File: config.mk
export PLATFORM = sky130hd
export DESIGN_NAME = ancs_top
export DESIGN_NICKNAME = d
export VERILOG_FILES = /design/src/hdl/ancs_pkg.sv /design/src/hdl/ancs_tick.sv /design/src/hdl/ancs_top.sv
export SDC_FILE = /design/constraint.sdc
export NUM_CORES = 1
export LEC_CHECK = 0
export ABC_AREA = 0
export BUFFER_PORTS_ARGS = -buffer_cell sky130_fd_sc_hd__buf_4
export CORE_ASPECT_RATIO = 0.5
export CORE_MARGIN = 3
export CORE_UTILIZATION = 50
export CTS_CLUSTER_DIAMETER = 50
export DETAILED_ROUTE_END_ITERATION = 10
export GPL_ROUTABILITY_DRIVEN = 0
export PLACE_DENSITY = 0.8
export RECOVER_POWER = 50
export SYNTH_ARGS = -nofsm -noshare
export SYNTH_HDL_FRONTEND = slang
export SYNTH_HIERARCHICAL = 1
export SYNTH_SLANG_ARGS = --single-unit
File: constraint.sdc
create_clock -name CLOCK -period 2.9 [get_ports CLOCK]
set_clock_uncertainty 0.2 [all_clocks]
set_input_delay 0.58 -clock CLOCK [delete_from_list [all_inputs] [get_ports CLOCK]]
set_output_delay 0.58 -clock CLOCK [all_outputs]
set_load 0.02 [all_outputs]
File: src/hdl/ancs_pkg.sv
// package for the auto-negotiation control and status block
// assumes a 25 MHz device clock and a management register port of 5-bit index, 16-bit data
package ancs_pkg;
  localparam logic [4:0]  REG_BASIC_CONTROL   = 5'h00;
  localparam logic [4:0]  REG_BASIC_STATUS    = 5'h01;
  localparam logic [4:0]  REG_ADVERT_ABILITY  = 5'h04;
  localparam logic [4:0]  REG_PARTNER_ABILITY = 5'h05;
  localparam logic [4:0]  REG_NEG_EXPANSION   = 5'h06;
  localparam logic [4:0]  REG_NEXT_PAGE_TX    = 5'h07;
  // basic control fields
  localparam int CTL_SPEED   = 13;
  localparam int CTL_AN_EN   = 12;
  localparam int CTL_RESTART = 9;
  localparam int CTL_DUPLEX  = 8;
  // basic status fields
  localparam logic [15:0] STS_FIXED      = 16'h7809;
  localparam int          STS_AN_DONE    = 5;
  localparam int          STS_RFAULT     = 4;
  localparam int          STS_LINK       = 2;
  localparam int          STS_PREAMBLE   = 6;
  // ability fields
  localparam int ABL_10HD  = 5;
  localparam int ABL_100HD = 7;
  localparam int ABL_RFAULT = 13;
  localparam int ABL_NP    = 15;
  // expansion fields
  localparam int EXP_PD_FAULT = 4;
  localparam int EXP_LP_NP    = 3;
  localparam int EXP_NP_ABLE  = 2;
  localparam int EXP_PAGE_RX  = 1;
  localparam int EXP_LP_AN    = 0;
  // reset values and parallel detect partner words
  localparam logic [15:0] CONTROL_RESET   = 16'h1000;
  localparam logic [15:0] ADVERT_RESET    = 16'h01E1;
  localparam logic [15:0] NEXT_PAGE_RESET = 16'h2001;
  localparam logic [15:0] PD_100_WORD     = 16'h0081;
  localparam logic [15:0] PD_10_WORD      = 16'h0021;
  // timing
  localparam int CLOCK_HZ         = 25000000;
  localparam int BREAK_LINK_MS    = 1500;
  localparam int MS_CYCLES        = CLOCK_HZ / 1000;
  localparam int LINK_CHECK_MS    = 50;
  localparam int AN_TIMEOUT_MS    = 3000;

  typedef enum logic [2:0] {
    ANCS_DISABLED, ANCS_BREAK, ANCS_ABILITY, ANCS_ACK, ANCS_NEXT_WAIT, ANCS_LINK_CHECK,
    ANCS_GOOD
  } ancs_state_t;

  // code word exchange with the line side
  typedef struct packed {
    logic        valid;
    logic [15:0] word;
    logic        ack;
  } ancs_page_t;

  typedef struct packed {
    logic        speed_100;
    logic        full_duplex;
    logic        link_up;
    logic        tx_quiet;
    logic        flp_enable;
  } ancs_mode_t;
endpackage : ancs_pkg

File: src/hdl/ancs_tick.sv
// millisecond tick divider for the negotiation timers
// assumes one clock; the prescale may be shrunk for simulation
`timescale 1ns/100ps
module ancs_tick #(
  parameter int PRESCALE = ancs_pkg::MS_CYCLES
) (
  input  wire logic CLOCK,
  input  wire logic RSTN,
  output logic      TICK
);
  typedef struct packed {
    logic [24:0] count;
    logic        tick;
  } ancs_tick_st_t;

  ancs_tick_st_t st;
  ancs_tick_st_t next_st;

  // count down and pulse once per period
  always_comb
  begin
    next_st = st;
    next_st.tick = 1'b0;
    if (st.count == 25'h0000000)
    begin
      next_st.count = 25'(PRESCALE - 1);
      next_st.tick  = 1'b1;
    end
    else
      next_st.count = st.count - 25'h0000001;
  end

  // state register
  always_ff @(posedge CLOCK or negedge RSTN)
  begin
    if (!RSTN)
      st <= '0;
    else
      st <= next_st;
  end

  assign TICK = st.tick;
endmodule : ancs_tick

File: src/hdl/ancs_top.sv
// auto-negotiation control and status for a 10/100 physical layer
// assumes line-side link, burst and page valid signals are asynchronous and pass two flip-flops here; the page word is taken unsynchronised
//
// Notes on behaviour
// - negotiation off: control speed and duplex bits pick the operating mode
// - negotiation on: speed and duplex bits are ignored
// - status shows fixed ability bits, all technologies except T4
// - status shows complete, remote fault, link, preamble suppression
// - advert register holds abilities; all set by default; cleared bits withdraw ability
// - partner register takes base page then each next page
// - parallel detect loads 0081h for 100 or 0021h for 10
// - without next pages, base page kept from page received onward
// - hidden base page copy kept for resolution
// - expansion shows pd fault, partner np, local np, page rx, partner an
// - next page transmit register holds next code word to send
// - parallel detect accepts link only from advertised receiver
// - no common ability means negotiation stays incomplete, no mode configured
// - parallel detect sets matching bit and selector 00001
// - parallel detect completion reads partner an able zero unless a page was received since the last restart
// - parallel detect fault sets when, without bursts, a receiver has link but not exactly one good link
// - restart bit restarts negotiation at any time except in forced mode before enable is cleared then set
// - configured link lost resumes negotiation
// - renegotiation silences line for break-link period then sends bursts
// - forced mode at reset needs enable cleared then set to start
// - negotiation finishes in about two to three seconds
// - reset loads advert value 1E1h
`timescale 1ns/100ps
module ancs_top #(
  parameter int PRESCALE      = ancs_pkg::MS_CYCLES,
  parameter int BREAK_LINK_MS = ancs_pkg::BREAK_LINK_MS,
  parameter int LINK_CHECK_MS = ancs_pkg::LINK_CHECK_MS,
  parameter int TIMEOUT_MS    = ancs_pkg::AN_TIMEOUT_MS
) (
  input  wire logic               CLOCK,
  input  wire logic               RSTN,
  input  wire logic               FORCED_AT_RESET,
  input  wire logic               REG_WRITE,
  input  wire logic               REG_READ,
  input  wire logic [4:0]         REG_INDEX,
  input  wire logic [15:0]        REG_WDATA,
  output logic      [15:0]        REG_RDATA,
  input  wire logic               LINK_10_OK,
  input  wire logic               LINK_100_OK,
  input  wire logic               FLP_DETECTED,
  input  wire ancs_pkg::ancs_page_t RX_PAGE,
  output ancs_pkg::ancs_page_t    TX_PAGE,
  output ancs_pkg::ancs_mode_t    MODE
);
  typedef struct packed {
    ancs_pkg::ancs_state_t fsm;
    logic [15:0] control;
    logic [15:0] advert;
    logic [15:0] partner;
    logic [15:0] base_copy;
    logic [15:0] next_tx;
    logic        an_done;
    logic        pd_done;
    logic        pd_fault;
    logic        page_rx;
    logic        lp_an;
    logic        armed;
    logic        en_seen_clear;
    logic [11:0] ms;
    logic [15:0] rdata;
    logic        tx_valid;
    logic        tx_ack;
    logic [15:0] tx_word;
    logic [2:0]  sync_l10;
    logic [2:0]  sync_l100;
    logic [2:0]  sync_flp;
    logic [2:0]  sync_rxv;
    logic        speed_100;
    logic        full_duplex;
    logic        link_up;
    logic        started;
  } ancs_st_t;

  ancs_st_t st;
  ancs_st_t next_st;
  logic     tick;

  // highest common ability, returns {configured, speed_100, full_duplex}
  function automatic logic [2:0] resolve(input logic [15:0] a, input logic [15:0] b);
    logic [15:0] c;
    c = a & b;
    if (c[8])
      resolve = 3'h7;
    else if (c[7])
      resolve = 3'h6;
    else if (c[6])
      resolve = 3'h5;
    else if (c[5])
      resolve = 3'h4;
    else
      resolve = 3'h0;
  endfunction : resolve

  ancs_tick #(
    .PRESCALE (PRESCALE)
  ) u_tick (
    .CLOCK (CLOCK),
    .RSTN  (RSTN),
    .TICK  (tick)
  );

  // next state: register port, synchronisers and negotiation sequence
  always_comb
  begin
    logic l10;
    logic l100;
    logic good10;
    logic good100;
    logic rx_new;
    logic restart;
    logic [2:0] res;
    l10     = 1'b0;
    l100    = 1'b0;
    good10  = 1'b0;
    good100 = 1'b0;
    rx_new  = 1'b0;
    restart = 1'b0;
    res     = 3'h0;
    next_st = st;
    next_st.sync_l10  = {st.sync_l10[1:0], LINK_10_OK};
    next_st.sync_l100 = {st.sync_l100[1:0], LINK_100_OK};
    next_st.sync_flp  = {st.sync_flp[1:0], FLP_DETECTED};
    next_st.sync_rxv  = {st.sync_rxv[1:0], RX_PAGE.valid};
    l10    = st.sync_l10[1];
    l100   = st.sync_l100[1];
    rx_new = st.sync_rxv[1] & ~st.sync_rxv[2];
    good10  = l10 & st.advert[ancs_pkg::ABL_10HD];
    good100 = l100 & st.advert[ancs_pkg::ABL_100HD];
    if (tick && st.ms != 12'hFFF)
      next_st.ms = st.ms + 12'h001;
    // register reads: status fields are live
    next_st.rdata = 16'h0000;
    if (REG_READ)
    begin
      unique case (REG_INDEX)
        ancs_pkg::REG_BASIC_CONTROL:   next_st.rdata = st.control;
        ancs_pkg::REG_BASIC_STATUS:
        begin
          next_st.rdata = ancs_pkg::STS_FIXED;
          next_st.rdata[ancs_pkg::STS_AN_DONE]  = st.an_done;
          // remote fault comes from the base page, which next pages may have overwritten
          next_st.rdata[ancs_pkg::STS_RFAULT]   = st.base_copy[ancs_pkg::ABL_RFAULT] & st.lp_an;
          next_st.rdata[ancs_pkg::STS_LINK]     = st.link_up;
          next_st.rdata[ancs_pkg::STS_PREAMBLE] = 1'b1;
        end
        ancs_pkg::REG_ADVERT_ABILITY:  next_st.rdata = st.advert;
        ancs_pkg::REG_PARTNER_ABILITY: next_st.rdata = st.partner;
        ancs_pkg::REG_NEG_EXPANSION:
        begin
          next_st.rdata[ancs_pkg::EXP_PD_FAULT] = st.pd_fault;
          next_st.rdata[ancs_pkg::EXP_LP_NP]    = st.base_copy[ancs_pkg::ABL_NP] & st.lp_an;
          next_st.rdata[ancs_pkg::EXP_NP_ABLE]  = 1'b1;
          next_st.rdata[ancs_pkg::EXP_PAGE_RX]  = st.page_rx;
          next_st.rdata[ancs_pkg::EXP_LP_AN]    = st.lp_an;
        end
        ancs_pkg::REG_NEXT_PAGE_TX:    next_st.rdata = st.next_tx;
        default:                       next_st.rdata = 16'h0000;
      endcase
      // reading the expansion register clears page received; a new page wins below
      if (REG_INDEX == ancs_pkg::REG_NEG_EXPANSION)
        next_st.page_rx = 1'b0;
    end
    // register writes
    if (REG_WRITE)
    begin
      unique case (REG_INDEX)
        ancs_pkg::REG_BASIC_CONTROL:
        begin
          next_st.control = REG_WDATA;
          next_st.control[ancs_pkg::CTL_RESTART] = 1'b0;
          restart = REG_WDATA[ancs_pkg::CTL_RESTART] & REG_WDATA[ancs_pkg::CTL_AN_EN];
          if (!REG_WDATA[ancs_pkg::CTL_AN_EN])
            next_st.en_seen_clear = 1'b1;
          if (REG_WDATA[ancs_pkg::CTL_AN_EN] && st.en_seen_clear && !st.armed)
          begin
            next_st.armed = 1'b1;
            restart = 1'b1;
          end
        end
        ancs_pkg::REG_ADVERT_ABILITY: next_st.advert = REG_WDATA;
        ancs_pkg::REG_NEXT_PAGE_TX:   next_st.next_tx = REG_WDATA;
        default:                      next_st.next_tx = next_st.next_tx;
      endcase
    end
    // page capture: every page received in ability or next-page wait lands in partner register
    if (rx_new && (st.fsm == ancs_pkg::ANCS_ABILITY || st.fsm == ancs_pkg::ANCS_NEXT_WAIT))
    begin
      next_st.partner = RX_PAGE.word;
      next_st.page_rx = 1'b1;
      next_st.lp_an   = 1'b1;
      if (st.fsm == ancs_pkg::ANCS_ABILITY)
        next_st.base_copy = RX_PAGE.word;
    end
    next_st.tx_ack = 1'b0;
    // negotiation sequence
    if (!st.control[ancs_pkg::CTL_AN_EN] || !st.armed)
    begin
      next_st.fsm         = ancs_pkg::ANCS_DISABLED;
      next_st.an_done     = 1'b0;
      next_st.speed_100   = st.control[ancs_pkg::CTL_SPEED];
      next_st.full_duplex = st.control[ancs_pkg::CTL_DUPLEX];
      next_st.link_up     = st.control[ancs_pkg::CTL_SPEED] ? l100 : l10;
      next_st.tx_valid    = 1'b0;
    end
    else if (restart || st.fsm == ancs_pkg::ANCS_DISABLED)
    begin
      next_st.fsm      = ancs_pkg::ANCS_BREAK;
      next_st.ms       = 12'h000;
      next_st.an_done  = 1'b0;
      next_st.pd_done  = 1'b0;
      next_st.lp_an    = 1'b0;
      next_st.link_up  = 1'b0;
      next_st.tx_valid = 1'b0;
      next_st.started  = 1'b1;
    end
    else
    begin
      unique case (st.fsm)
        ancs_pkg::ANCS_BREAK:
          if (st.ms >= 12'(BREAK_LINK_MS))
          begin
            next_st.fsm      = ancs_pkg::ANCS_ABILITY;
            next_st.ms       = 12'h000;
            next_st.tx_word  = st.advert;
            next_st.tx_valid = 1'b1;
          end
        ancs_pkg::ANCS_ABILITY:
        begin
          if (rx_new)
            next_st.fsm = ancs_pkg::ANCS_ACK;
          else if (!st.sync_flp[1] && (good10 ^ good100))
          begin
            // parallel detection of a non-negotiating partner
            next_st.partner  = good100 ? ancs_pkg::PD_100_WORD : ancs_pkg::PD_10_WORD;
            next_st.pd_done  = 1'b1;
            next_st.pd_fault = 1'b0;
            next_st.fsm      = ancs_pkg::ANCS_LINK_CHECK;
            next_st.ms       = 12'h000;
          end
          else if (!st.sync_flp[1] && (l10 || l100) && !(good10 ^ good100))
            next_st.pd_fault = 1'b1;
          else if (st.ms >= 12'(TIMEOUT_MS))
          begin
            // a retry needs a full silent break, so the timer starts again
            next_st.fsm      = ancs_pkg::ANCS_BREAK;
            next_st.ms       = 12'h000;
            next_st.tx_valid = 1'b0;
          end
        end
        ancs_pkg::ANCS_ACK:
        begin
          next_st.tx_ack = 1'b1;
          if (st.partner[ancs_pkg::ABL_NP] || st.next_tx[ancs_pkg::ABL_NP])
          begin
            next_st.fsm      = ancs_pkg::ANCS_NEXT_WAIT;
            next_st.tx_word  = st.next_tx;
            next_st.ms       = 12'h000;
          end
          else
          begin
            next_st.fsm = ancs_pkg::ANCS_LINK_CHECK;
            next_st.ms  = 12'h000;
          end
        end
        ancs_pkg::ANCS_NEXT_WAIT:
        begin
          next_st.tx_word = st.next_tx; // software loads the page while we wait
          if (rx_new)
            next_st.fsm = ancs_pkg::ANCS_ACK;
          else if (st.ms >= 12'(TIMEOUT_MS))
          begin
            next_st.fsm      = ancs_pkg::ANCS_BREAK;
            next_st.ms       = 12'h000;
            next_st.tx_valid = 1'b0;
          end
        end
        ancs_pkg::ANCS_LINK_CHECK:
        begin
          next_st.tx_valid = 1'b0;
          res = st.pd_done ? resolve(st.advert, st.partner) : resolve(st.advert, st.base_copy);
          if (res[2] && (res[1] ? l100 : l10))
          begin
            next_st.fsm         = ancs_pkg::ANCS_GOOD;
            next_st.an_done     = 1'b1;
            next_st.speed_100   = res[1];
            next_st.full_duplex = res[0];
            next_st.link_up     = 1'b1;
          end
          else if (st.ms >= 12'(LINK_CHECK_MS) && !res[2])
            next_st.fsm = ancs_pkg::ANCS_LINK_CHECK;
          else if (st.ms >= 12'(TIMEOUT_MS))
          begin
            next_st.fsm = ancs_pkg::ANCS_BREAK;
            next_st.ms  = 12'h000;
          end
        end
        ancs_pkg::ANCS_GOOD:
          if (!(st.speed_100 ? l100 : l10))
          begin
            next_st.fsm     = ancs_pkg::ANCS_BREAK;
            next_st.ms      = 12'h000;
            next_st.an_done = 1'b0;
            next_st.link_up = 1'b0;
          end
        default:
          next_st.fsm = ancs_pkg::ANCS_DISABLED;
      endcase
    end
  end

  // state register; forced strap caught after release of reset
  always_ff @(posedge CLOCK or negedge RSTN)
  begin
    if (!RSTN)
    begin
      st         <= '0;
      st.control <= ancs_pkg::CONTROL_RESET;
      st.advert  <= ancs_pkg::ADVERT_RESET;
      st.next_tx <= ancs_pkg::NEXT_PAGE_RESET;
      st.armed   <= 1'b1;
    end
    else if (!st.started && st.fsm == ancs_pkg::ANCS_DISABLED && FORCED_AT_RESET)
    begin
      st         <= next_st;
      st.armed   <= 1'b0;
      st.fsm     <= ancs_pkg::ANCS_DISABLED; // no stray break cycle in forced mode
      st.control <= st.control & ~(16'h0001 << ancs_pkg::CTL_AN_EN);
      st.started <= 1'b1;
    end
    else
      st <= next_st;
  end

  assign REG_RDATA         = st.rdata;
  assign TX_PAGE.valid     = st.tx_valid;
  assign TX_PAGE.word      = st.tx_word;
  assign TX_PAGE.ack       = st.tx_ack;
  assign MODE.speed_100    = st.speed_100;
  assign MODE.full_duplex  = st.full_duplex;
  assign MODE.link_up      = st.link_up;
  assign MODE.tx_quiet     = (st.fsm == ancs_pkg::ANCS_BREAK);
  assign MODE.flp_enable   = st.tx_valid;
endmodule : ancs_top

# Word level (Yosys, flattened, before mapping)

Index checks and enable logic that the tools add are counted.

Register bits: 174
Bits of input ports: 47

Add/sub/neg operators: 2
Order comparisons: 3
Equality and inequality tests: 16
Muxes and demuxes: 111
Bitwise gates (word level): 11
Reductions and logical operators: 34

Operators by type and width:

| kind                                                                                   | number |
|---|---|
| 16-bit 2-to-1 mux                                                                      | 13 |
| 152-bit 2-to-1 mux                                                                     | 1 |
| 12-bit 2-to-1 mux                                                                      | 12 |
| 3-bit 2-to-1 mux                                                                       | 28 |
| 12-bit case mux with 6 select lines                                                    | 1 |
| 32-bit 2-to-1 mux                                                                      | 2 |
| 11-bit case mux with 5 select lines                                                    | 1 |
| 16-bit case mux with 3 select lines                                                    | 1 |
| 1-bit 2-to-1 mux                                                                       | 34 |
| 17-bit 2-to-1 mux                                                                      | 2 |
| 5-bit case mux with 6 select lines                                                     | 1 |
| 25-bit logical NOT                                                                     | 1 |
| 25-bit 2-to-1 mux                                                                      | 1 |
| 25-bit by 1-bit subtractor with 25-bit output (second input constant)                  | 1 |
| 5-bit by 3-bit equality test with 1-bit output (second input constant)                 | 4 |
| 9-bit AND                                                                              | 2 |
| 2-bit 2-to-1 mux                                                                       | 9 |
| 3-bit case mux with 6 select lines                                                     | 1 |
| 12-bit by 1-bit adder with 12-bit output (second input constant)                       | 1 |
| 12-bit by 11-bit greater-or-equal comparator with 1-bit output (second input constant) | 1 |
| 12-bit greater-or-equal comparator (second input constant)                             | 1 |
| 12-bit by 6-bit greater-or-equal comparator with 1-bit output (second input constant)  | 1 |
| 12-bit != test (second input constant)                                                 | 1 |
| 1-bit logical AND                                                                      | 11 |
| other kinds (21)                                                                       | 46 |

# Logic depth before layout (Yosys ltp)

Word-level depth: 17
Depth in mapped cells: 8

# By module

The synthesis kept the hierarchy.

Modules (own cells, without submodules):

| module    | times used | cells each | area an instance (um^2) |
|---|---|---|---|
| ancs_top  | 1          | 642        | 6,945.4 |
| ancs_tick | 1          | 113        | 1,265.0 |

# Worst setup path after synthesis

No wires, ideal clock.

Kind: input port to flip-flop
Start: input REG_INDEX[3]
End: register st[133] (netlist name)
Data arrival time: 1.855 ns
Data required time: 2.575 ns
Path slack: 0.719 ns
Stages: 8
Buffers on the path: 3
Cell sequence: nor3_2 > and2_1 > buf_4 > nand2_2 > or2_1 > buf_2 > buf_6 > mux2_4

Longest elaborated chain between the ends: 2

RTL lines:

| element                              | line            | source |
|---|---|---|
| start: declaration                   | ancs_top.sv:39  | `input wire logic [4:0] REG_INDEX,` |
| 5-bit logical NOT                    | ancs_top.sv:170 | `unique case (REG_INDEX)` |
| 3-bit AND reduction (no source line) | --              |  |
| end signal: assignment               | ancs_top.sv:328 | `st <= next_st;` |
| end signal: assignment               | ancs_top.sv:335 | `st <= next_st;` |
| end: declaration                     | ancs_top.sv:78  | `ancs_st_t st;` |

Every way passes these cells.
A chain may end at the register's enable or synchronous reset.

==> flow_summary.yaml <==
logic_synthesis:
  synthMostInstantiatedCell: "dfrtp_1"
  synthAdderAreaFrac: 0.00457
  synth_nets: 805
  synth_top_family_by_area: "simple AND/OR/NAND/NOR gates"
  synth-async-reset-ratio: 1.00
  synthMuxAreaShare: 0.112
  synth-main-ff-cell: "dfrtp_1"
  synth_seq_area_share: 0.501
  synthCells: 755
  synth_compound_area_frac: 0.139
  synth.top_cell.area_share: 0.472
  synth_area_leaders: "dfrtp_1 (47%), mux2_2 (6.3%), a21oi_1 (4.1%)"
  synth-simple-area-share: 0.157
  yosysWarnings: 6
  syn_avg_cell_area_um2: 10.9
  ys_top_cells_by_count: "dfrtp_1 (155), nand2_1 (68), a21oi_1 (67), nor2_1 (56), mux2_2 (46)"
  synth_top_cell_by_area: "dfrtp_1"
  synth_edf_count: 0
  ys_ff_latch: 164
  syn-cell-area_um2: 8210
  synth_xor_xnor_area_share: 0.0212
  synth_cell_types: 83
power:
  power.total_w: 0.00538
  powerDensity_nw_per_um2: 579
  irDropWorstVdd_v: 0.000442
  p_leak_nw: 4.19
routing:
  viasPerCell: 5.88
  ant_nets: 0
  drc: 0
  routed_wl_um: 19700
  dr.pass1.iters: 8
  avgRoutedWirePerCell_um: 18.9
  via_count: 6116
  drt_iter0_drc: 488
cells_and_area:
  layout-drive-gt1-share: 0.277
  regArea_um2: 4120
  fillers: 1316
  multiInputGateArea_um2: 3560
  fin_nets: 857
  antenna_cells: 0
  stdcell_area_um2: 9300
  area_delta_synth_final_pct: 13.2
timing:
  max_slew_margin: 0.0196
  period_needed_ns: 2.62
  worst_slew_pin_slew_ns: 1.47
  final-hold-violation-count: 0
  setup_viol: 0
  grt_setup_unrepaired: "no"
  timing.final.crit_share: 0.902
  drv_slew: 0
  setup_slack_ns: 0.283
  fin_setup_tns_ns: 0
  fmax_ghz: 0.382
placement:
  post-place-ws_ns: 0.431
  io_buffers: 84
  detailed_place.area_um2: 8790
  hpwl_um: 13500
run_status:
  status: "finished, final reports clean"
run:
  drv_cap: 0
floorplanning:
  io_pins: 86
  initial_core_util: 0.522
  coreArea_um2: 15700
  dieArea_um2: 18100
  die_w_um: 187
  die_h_um: 96.6
  row_count: 32
worst_setup_path:
  cp_data_arrival_time_ns: 1.84
  crit_chain: "nor2b_1 -> nand2_1 -> inv_1 -> buf_4"
  worstPathRequired_ns: 2.12
  critPathKind: "reg -> out"
  cp-end-kind: "output port"
  crit_path_start_kind: "flop"
  crit_slowest_cell: "dfrtp_1"
  max_stage_delay_ns: 0.62
  critPathMaxFanout: 14
clock_network:
  h-tree-depth: 4
  clk_pin_slew_ns: 0.07
  cts_root_buf: "clkbuf_16"
  cts_buffer_depth: 2
  tritoncts.num_buffers: 17
  cts_tree: "yes"
  insertion_delay_ns: 0.43
  cts_resized: 0
  cts_sinks: 164
grt:
  antenna_found_initial: 1
  grt_max_degree: 60
  grt-ovfl-total: 0
  grt_pass1_wl_um: 31700
  grt_use_total: 0.216
  grt_pass1_vias: 6121
worst_hold_path:
  hold_class: "in -> reg"
## kinds of logic (layout without fill, tap and decap cells)
logic type,count (synthesis),count (layout)
compound gates,165,165
xor+xnor,19,19
fa+ha+maj,3,3
buf+inv,82,147
flops,164,164
mux,80,80
simple gates,242,242
## worst max-delay path, delay by kind of cell (launching register included)
| family | cells | cell delay [ns] |
|---|---|---|
| simple gates | 2 | 0.44 |
| buf+inv | 2 | 0.35 |
| flops | 1 | 0.62 |
## timing repair
action / 4_1_cts / 5_1_grt
setup endpoints to repair: 0 / 0
setup buffers: 0 / 0
hold buffers: 1 / 0
endpoints found under the hold margin: 48 / 0
## metal layers
metal	wire (um)	GRT usage
met5	13	0
met1	8430	0.283
met4	240	0.0644
met2	9600	0.356
met3	1380	0.0572
## cell usage in the layout (no fill, tap or decap), drive strengths merged, types with 5 or more instances in the layout
cell / Yosys / routed
nor4: 9 / 9
nand2b: 13 / 13
nand3: 23 / 23
a21oi: 70 / 70
and2: 5 / 5
xnor2: 5 / 5
mux2i: 23 / 23
nor2: 67 / 67
buf: 62 / 77
xor2: 14 / 14
a22oi: 5 / 5
a222oi: 10 / 10
inv: 10 / 18
dfstp: 9 / 9
a31oi: 8 / 8
clkbuf: 10 / 45
dfrtp: 155 / 155
nand4: 7 / 7
o31ai: 8 / 8
o21ai: 23 / 23
mux2: 56 / 56
nand2: 71 / 71
and3: 8 / 8
nor3: 12 / 12
or4: 6 / 6
## metrics by stage
step / utilization / hold slack, ns / std cells
floorplan: - / 0.0844 / 755
global placement: 0.559 / 0.135 / 1008
detailed placement: 0.559 / 0.136 / 1008
CTS: 0.597 / 0.0524 / 1041
global route: 0.591 / 0.0718 / 1041
finish: 0.591 / 0.0831 / 1041
## path summary, 6_finish.rpt
check / startpoint / to / slack [ns] / cells after the start
min in group asynchronous: RSTN / st[80]$_DFFE_PN0P_ / 0.85 / 2
setup reg to reg: u_tick/st[8]$_DFF_PN0_ / u_tick/st[19]$_DFF_PN0_ / 0.38 / 5
max in group asynchronous: RSTN / st[53]$_DFF_PN0_ / 0.44 / 3
setup / recovery: st[149]$_DFFE_PN0P_ / MODE[1] / 0.28 / 4
hold reg to reg: next_st[8]$_DFF_PN0_ / next_st[9]$_DFF_PN0_ / 0.15 / 0
hold / removal: LINK_10_OK / next_st[14]$_DFF_PN0_ / 0.08 / 1
## state kept, by name, summed over array words and instances, names as in the netlist
name,count
MODE,4
REG_RDATA,16
TX_PAGE,17
next_st,8
st,93
u_tick/TICK,1
u_tick/st,25
## cell type report
cell class / instances / share of cell area
Tap cell: 221 / 0.0297
Multi-Input combinational cell: 509 / 0.383
Inverter: 10 / 0.00404
Clock buffer: 18 / 0.0472
Clock inverter: 14 / 0.0170
Timing Repair Buffer: 105 / 0.0763
Sequential cell: 164 / 0.443
## where the power goes
group	leakage [nW]	internal [W]	total [W]	switching (W)
clock network	0.287	0.00118	0.00225	0.00107
logic	1.86	0.000259	0.000504	0.000245
registers	2.04	0.00246	0.00263	0.000164
(Power assumes the default switching activity.)
